## src/verilog/lsss_pkg.sv

```systemverilog
package lsss_pkg;

  // Supply source selection for the logic node
  typedef enum logic [1:0] {
    LSSS_SRC_OFF,
    LSSS_SRC_FIELD,
    LSSS_SRC_HOST
  } lsss_src_t;

  // Clock rate and release hold-off
  localparam int unsigned CLK_HZ          = 50_000_000;
  localparam int unsigned HOLD_OFF_NS     = 700_000;
  localparam int unsigned HOLD_OFF_CYCLES = (HOLD_OFF_NS * (CLK_HZ / 1_000_000) + 999) / 1000;

  // Reset values
  localparam logic [2:0] SYNC_RST   = 3'h0;
  localparam logic       SYNC_CS_RST = 1'h1;

  // Switch control bundle driven to the analog supply switches
  typedef struct packed {
    logic field_sw;
    logic host_sw;
  } lsss_sw_t;

  // Raw pin levels that need synchronising
  typedef struct packed {
    logic field_power_ok;
    logic spi_cs_n;
    logic ee_write_busy;
  } lsss_pins_t;

endpackage : lsss_pkg

```

## src/verilog/lsss_selector.sv

```systemverilog
// Function
// - With no field power, chip select high, no write busy and the hold-off run out, both supply switches open (standby).
// - Once field power is reported good, the logic node is tied to the field rail.
// - The field rail always wins; the host rail is used only when field power is absent.
// - The host rail is connected only while field power is absent and chip select is low, a write is busy or the hold-off runs.
// - After chip select rises the host switch stays closed for at least 0.7 ms.
// - An EEPROM write started over SPI keeps the host switch closed even with chip select high.
// - Front end and tag logic are enabled only when field power is good; hysteresis is analog.
module lsss_selector #(
  parameter int unsigned HOLD_CYCLES = lsss_pkg::HOLD_OFF_CYCLES
) (
  // Clock and reset
  input  wire logic              sys_clk,
  input  wire logic              rstn,
  // Asynchronous inputs from detector, SPI pins and EEPROM controller
  input  wire lsss_pkg::lsss_pins_t pins,
  // Supply switch controls
  output lsss_pkg::lsss_sw_t     sw,
  output lsss_pkg::lsss_src_t    src,
  // Enable of front end and tag logic
  output logic                   tag_logic_en
);

  localparam int CW = $clog2(HOLD_CYCLES + 1);
  localparam logic [CW-1:0] HOLD_LOAD = CW'(HOLD_CYCLES);
  localparam int NP = $bits(lsss_pkg::lsss_pins_t);

  // Idle level of each pin: detector low, select high, no write
  localparam lsss_pkg::lsss_pins_t PIN_IDLE = '{
    field_power_ok: lsss_pkg::SYNC_RST[0],
    spi_cs_n:       lsss_pkg::SYNC_CS_RST,
    ee_write_busy:  lsss_pkg::SYNC_RST[0]
  };
  localparam logic [NP-1:0] PIN_IDLE_V = PIN_IDLE;

  wire  logic [NP-1:0]  pin_raw;
  wire  logic [NP-1:0]  pin_flt;
  lsss_pkg::lsss_pins_t flt;
  logic                 fld_ok_r;
  logic                 cs_n_r;
  logic                 eew_r;
  logic [CW-1:0]        hold_r;
  logic [CW-1:0]        rel_cnt_r;
  logic                 host_req;
  lsss_pkg::lsss_src_t  src_nxt;

  // Pins enter as one vector so the synchroniser can be generated per bit
  assign pin_raw = pins;

  // Three stages and an agreement filter per pin; stage one feeds only stage two
  for (genvar gi = 0; gi < NP; gi++) begin : g_pin
    logic [2:0] sync_r;
    logic       flt_r;

    // Chain resets to the idle level so no false edge follows reset
    always_ff @(posedge sys_clk or negedge rstn) begin
      if (!rstn) begin
        sync_r <= {3{PIN_IDLE_V[gi]}};
      end else begin
        sync_r <= {sync_r[1:0], pin_raw[gi]};
      end
    end

    // A level counts only when stages two and three agree, so a one-cycle runt is lost
    always_ff @(posedge sys_clk or negedge rstn) begin
      if (!rstn) begin
        flt_r <= PIN_IDLE_V[gi];
      end else if (sync_r[1] == sync_r[2]) begin
        flt_r <= sync_r[2];
      end
    end

    assign pin_flt[gi] = flt_r;
  end : g_pin

  // Filtered levels, named for the logic below
  assign flt      = pin_flt;
  assign fld_ok_r = flt.field_power_ok;
  assign cs_n_r   = flt.spi_cs_n;
  assign eew_r    = flt.ee_write_busy;

  // Host demand: select low or write busy keep the counter loaded
  assign host_req = !cs_n_r || eew_r;

  // Hold-off counter reloads while demanded, so a fresh select fall restarts it
  always_ff @(posedge sys_clk or negedge rstn) begin
    if (!rstn) begin
      hold_r <= '0;
    end else if (host_req) begin
      hold_r <= HOLD_LOAD;
    end else if (hold_r != '0) begin
      hold_r <= hold_r - CW'(1);
    end
  end

  // Switch pattern for a source; at most one switch may close at a time
  function automatic lsss_pkg::lsss_sw_t src_to_sw(input lsss_pkg::lsss_src_t s);
    lsss_pkg::lsss_sw_t r;
    unique case (s)
      lsss_pkg::LSSS_SRC_FIELD: r = '{field_sw: 1'h1, host_sw: 1'h0};
      lsss_pkg::LSSS_SRC_HOST:  r = '{field_sw: 1'h0, host_sw: 1'h1};
      lsss_pkg::LSSS_SRC_OFF:   r = '0;
      default:                  r = '0; // Unused code opens both
    endcase
    return r;
  endfunction : src_to_sw

  // Source choice; the field rail wins so the host supply is spared whenever possible
  always_comb begin
    if (fld_ok_r) begin
      src_nxt = lsss_pkg::LSSS_SRC_FIELD;
    end else if (host_req || hold_r != '0) begin
      src_nxt = lsss_pkg::LSSS_SRC_HOST;
    end else begin
      src_nxt = lsss_pkg::LSSS_SRC_OFF;
    end
  end

  // Switches and source straight from flops; one decode keeps them consistent
  always_ff @(posedge sys_clk or negedge rstn) begin
    if (!rstn) begin
      sw  <= '0;
      src <= lsss_pkg::LSSS_SRC_OFF;
    end else begin
      sw  <= src_to_sw(src_nxt);
      src <= src_nxt;
    end
  end

  // Tag logic enable follows the filtered detector; hysteresis lives in the analog
  always_ff @(posedge sys_clk or negedge rstn) begin
    if (!rstn) tag_logic_en <= 1'h0;
    else       tag_logic_en <= fld_ok_r;
  end

  // Cycles since host demand last stood, counted apart from the hold-off counter
  always_ff @(posedge sys_clk or negedge rstn) begin
    if (!rstn) begin
      rel_cnt_r <= '0;
    end else if (host_req) begin
      rel_cnt_r <= '0;
    end else if (rel_cnt_r != HOLD_LOAD) begin
      rel_cnt_r <= rel_cnt_r + CW'(1);
    end
  end
endmodule : lsss_selector
```

## config.mk

```make
export PLATFORM = sky130hd
export DESIGN_NAME = lsss_selector
export DESIGN_NICKNAME = d
export VERILOG_FILES = /design/src/verilog/lsss_pkg.sv /design/src/verilog/lsss_selector.sv
export SDC_FILE = /design/constraint.sdc
export NUM_CORES = 1
export LEC_CHECK = 0
export BUFFER_PORTS_ARGS = -buffer_cell sky130_fd_sc_hd__buf_4
export CORE_ASPECT_RATIO = 2
export CORE_UTILIZATION = 35
export DETAILED_ROUTE_END_ITERATION = 10
export SLEW_MARGIN = 20
export SYNTH_ARGS = -nofsm -noshare
export SYNTH_HDL_FRONTEND = slang
export SYNTH_SLANG_ARGS = --single-unit
```

## constraint.sdc

```tcl
create_clock -name sys_clk -period 2.3 [get_ports sys_clk]
set_clock_uncertainty 0.15 [all_clocks]
set_input_delay 0.115 -clock sys_clk [delete_from_list [all_inputs] [get_ports sys_clk]]
set_output_delay 0.115 -clock sys_clk [all_outputs]
set_load 0.005 [all_outputs]
```

==> results list <==
* Outcome: complete, no violations
- For this configuration, the core starts out at a cell density of 0.368.
* Share of post-route cells with drive strength above 1: 0.194
- In this run the number of H-tree levels came out at 2.
* Final worst-path cycle share: 0.896
- The count of pins over their slew limit came to 0.
* Reg clk slew, reported paths: 0.07 ns
- CTS saw 31 sinks.
- Total Wirelength: 2560 µm
- For the pin with the worst max-slew slack, the measured transition is 0.669 ns.
* Asr flop ratio synth: 1.00
- After the last flow step, the layout net total stands at 140.
* Flop and latch count out of synthesis: 31
- Number of buffers inserted during clock tree synthesis: 5
- The cell sitting at the root of the clock tree is a sky130_fd_sc_hd__clkbuf_8.
* Largest buffer count on any clock path: 2
- Synthesis produced a netlist whose cell count is 118.
* Number of synthesized flops with an enable pin: 0
- The congestion estimate from routability-driven global placement came to 0.738.
* Remaining global-route overflow: 0
- The share of synthesized area in the top cell type comes to 0.503.
- Area contributors post-synth: sky130_fd_sc_hd__dfrtp_1 50%, sky130_fd_sc_hd__dfstp_2 7.8%, sky130_fd_sc_hd__a21oi_1 3.0%, sky130_fd_sc_hd__or4_1 2.8%, sky130_fd_sc_hd__o21ai_0 2.6%
- Clk_lat worst skew: 0.28 ns
- Register-to-Register Setup Slack: 0.24 ns
- Setup violations remaining at the end of the flow were counted as 0.
* Height of the die: 89.6 µm
- Number of warnings issued by yosys: 0
- DRC: 0
- Leading cell types by count after synthesis: 27 x sky130_fd_sc_hd__dfrtp_1, 8 x sky130_fd_sc_hd__a21oi_1, 7 x sky130_fd_sc_hd__o21ai_0
- Post-DRT Antenna Nets: 0
* Kind of capture point of the worst setup path: flop
- Mean Syn Cell Area: 11.4 µm²
* Cell area after placement: 1450 µm²
- After routing, the total negative slack on setup checks comes to 0 ns.
* All-layer global routing usage: 0.158
* CTS tree: done
* Launching point of the worst reg2reg path: hold_r[7]$_DFFE_PN0P_
* Largest fanout of any net on the critical path: 9
* Count of fill cells added during filler insertion: 373
- IR analysis of the VDD net gives a maximum drop of 478 µV.
* Inst Count DP: 171
* Finished Cell Area: 1570 µm²
* Pin count of the biggest net entering global routing: 32
- Total standard cell area after synthesis: 1340 µm²
* Antenna violations before repair: 0
- Measured along the x axis, the die boundary spans 45.8 µm.
* Antenna diode instance count: 0
- The number of cells on the worst reg-to-reg path is 4.
* Min setup slack post-route: 0.239 ns
* Non-Filler Instances: 183
* Count of endpoints failing hold in the final timing report: 0
- Count of instances resized after the clock tree is built: 0
- Final core utilization: 0.431
- I/O Pins: 10
- MaxCap Viol Count: 0
- The via count of the first global-routing pass is 959.
* Worst setup path category: flop to flop
- Total power for the finished layout comes to 1.10 mW.
- Share of the yosys chip area belonging to registers: 0.582
* Routed vias: 991
- Among all cell types in the netlist, the one instantiated most often is sky130_fd_sc_hd__dfrtp_1.
* Row count: 31
- Leak pwr: 0.616 nW
- Pwr/cell area: 699 nW/µm²
- Dividing the detail-routed wire length by the instance count gives 14.0 µm.
- The min-delay analysis places its worst path in the category input pin to asynchronous set/reset pin.
- Dividing the detail-routed via count by the number of cells gives 5.42.
- In this run the tool buffered the top-level ports with 9 buffer cells.
* Wire length of the first global-routing pass: 4510 µm
* Most area-hungry cell type in the Yosys netlist: sky130_fd_sc_hd__dfrtp_1
* Category of the worst setup path launch point: flop
* CP Data Arrival Time: 2.11 ns
- Min Clock Period, post-route: 2.06 ns
- Number of distinct standard cells referenced by the synthesized netlist: 38
* Max Clk Rate: 485 MHz
- After floorplanning, the core was sized to cover 3650 µm².
- Die Footprint: 4100 µm²
- Hold timing on the final database bottoms out at a slack of 0.150 ns.
- Among all flip-flop cells after synthesis, the most frequent one is sky130_fd_sc_hd__dfrtp_1.
- The endpoint identified for the worst register-to-register timing path is hold_r[7]$_DFFE_PN0P_.
* Detailed-router iteration count before antenna repair: 4
* Syn-to-layout area delta: 17.0%
- Iteration-0 DRC count of the detailed router: 18
- Headroom to the max-slew limit came out at 0.550.
- Setup repair after global routing left no endpoint under its margin.
- The wire-length estimate of the detail-placed layout is 1790 µm.
- Minimum setup slack after placement: 0.294 ns
- Required time worst endpoint: 2.35 ns
* Syn Nets: 125
## layout by cell type, fill, tap and decap left out, types with 2 or more instances in the layout
cell                             n
sky130_fd_sc_hd__ha_1            2
sky130_fd_sc_hd__or3_1           2
sky130_fd_sc_hd__nand3_1         2
sky130_fd_sc_hd__nand3b_1        2
sky130_fd_sc_hd__a31oi_1         2
sky130_fd_sc_hd__nand2b_1        3
sky130_fd_sc_hd__nor2_1          6
sky130_fd_sc_hd__clkbuf_8        5
sky130_fd_sc_hd__maj3_1          3
sky130_fd_sc_hd__and3_1          2
sky130_fd_sc_hd__nor3_1          3
sky130_fd_sc_hd__dfrtp_1        27
sky130_fd_sc_hd__or4_1           5
sky130_fd_sc_hd__dlygate4sd3_1   4
sky130_fd_sc_hd__nand4_1         3
sky130_fd_sc_hd__a21oi_1         8
sky130_fd_sc_hd__or3_2           2
sky130_fd_sc_hd__nor4_1          5
sky130_fd_sc_hd__and4_1          2
sky130_fd_sc_hd__clkbuf_1        2
sky130_fd_sc_hd__buf_4          10
sky130_fd_sc_hd__o211ai_1        2
sky130_fd_sc_hd__o21ai_0         7
sky130_fd_sc_hd__o31ai_1         2
sky130_fd_sc_hd__nand2_1         4
sky130_fd_sc_hd__dfstp_2         4
sky130_fd_sc_hd__inv_1           2
## layer usage
layer / global-route usage / wire (µm) / vias to the layer above
li1: - / - / 476
met1: 0.183 / 1050 / 492
met2: 0.256 / 1350 / 15
met3: 0.0380 / 68 / 8
met4: 0.0963 / 87 / 0
met5: 0 / 0 / -
## repair_timing
action,in CTS,in global routing
hold endpoints to repair,34,0
setup buffers,0,0
hold buffers,4,0
## cell type report
type | instances | area [µm²] | share of cell area
clock buffer | 7 | 76.3 | 0.0486
sequential | 31 | 781 | 0.497
tap | 49 | 61.3 | 0.0390
timing repair buffer | 14 | 115 | 0.0733
multi-input combinational | 79 | 524 | 0.334
clock inverter | 1 | 5.00 | 0.00319
inverter | 2 | 7.51 | 0.00478
## state kept, by name, summed over array words and instances, names as in the netlist
signal        flops
cs_n_r            1
eew_r             1
fld_ok_r          1
g_pin.sync_r      9
hold_r           16
src               2
sw                1
## power by group
part	internal, mW	switching (mW)
clock network	0.212	0.187
logic	0.0479	0.0504
registers	0.577	0.0231
total	0.837	0.261
## worst max-delay path by stage
stage,from,endpoint,slack (ns)
floorplan,hold_r[6]$_DFFE_PN0P_,hold_r[12]$_DFFE_PN0P_,0.36
global placement,hold_r[6]$_DFFE_PN0P_,hold_r[12]$_DFFE_PN0P_,0.33
detailed placement,hold_r[7]$_DFFE_PN0P_,hold_r[12]$_DFFE_PN0P_,0.29
CTS,hold_r[2]$_DFFE_PN0P_,hold_r[7]$_DFFE_PN0P_,0.26
global route,hold_r[7]$_DFFE_PN0P_,hold_r[7]$_DFFE_PN0P_,0.05
finish,hold_r[7]$_DFFE_PN0P_,hold_r[7]$_DFFE_PN0P_,0.24
## worst max-delay path, stage by stage, from the launching register on
cell	delay (ns)
sky130_fd_sc_hd__dfrtp_1	0.46
sky130_fd_sc_hd__nor4_1	0.45
sky130_fd_sc_hd__nand4_1	0.43
sky130_fd_sc_hd__and3_1	0.32
sky130_fd_sc_hd__o21ai_0	0.17
## logic make-up (layout without fill, tap and decap cells)
logic type / count (synthesis) / count (layout) / share of synthesized area
AOI/OAI and AO/OA: 24 / 24 / 0.109
xor gates and xnor gates: 1 / 1 / 0.00652
adders and majority gates: 5 / 5 / 0.0410
buffers and inverters: 8 / 24 / 0.0280
DFF: 31 / 31 / 0.582
muxes: 1 / 1 / 0.00746
and+or+nand+nor: 48 / 48 / 0.226
Power figures use the tool's default switching activity.
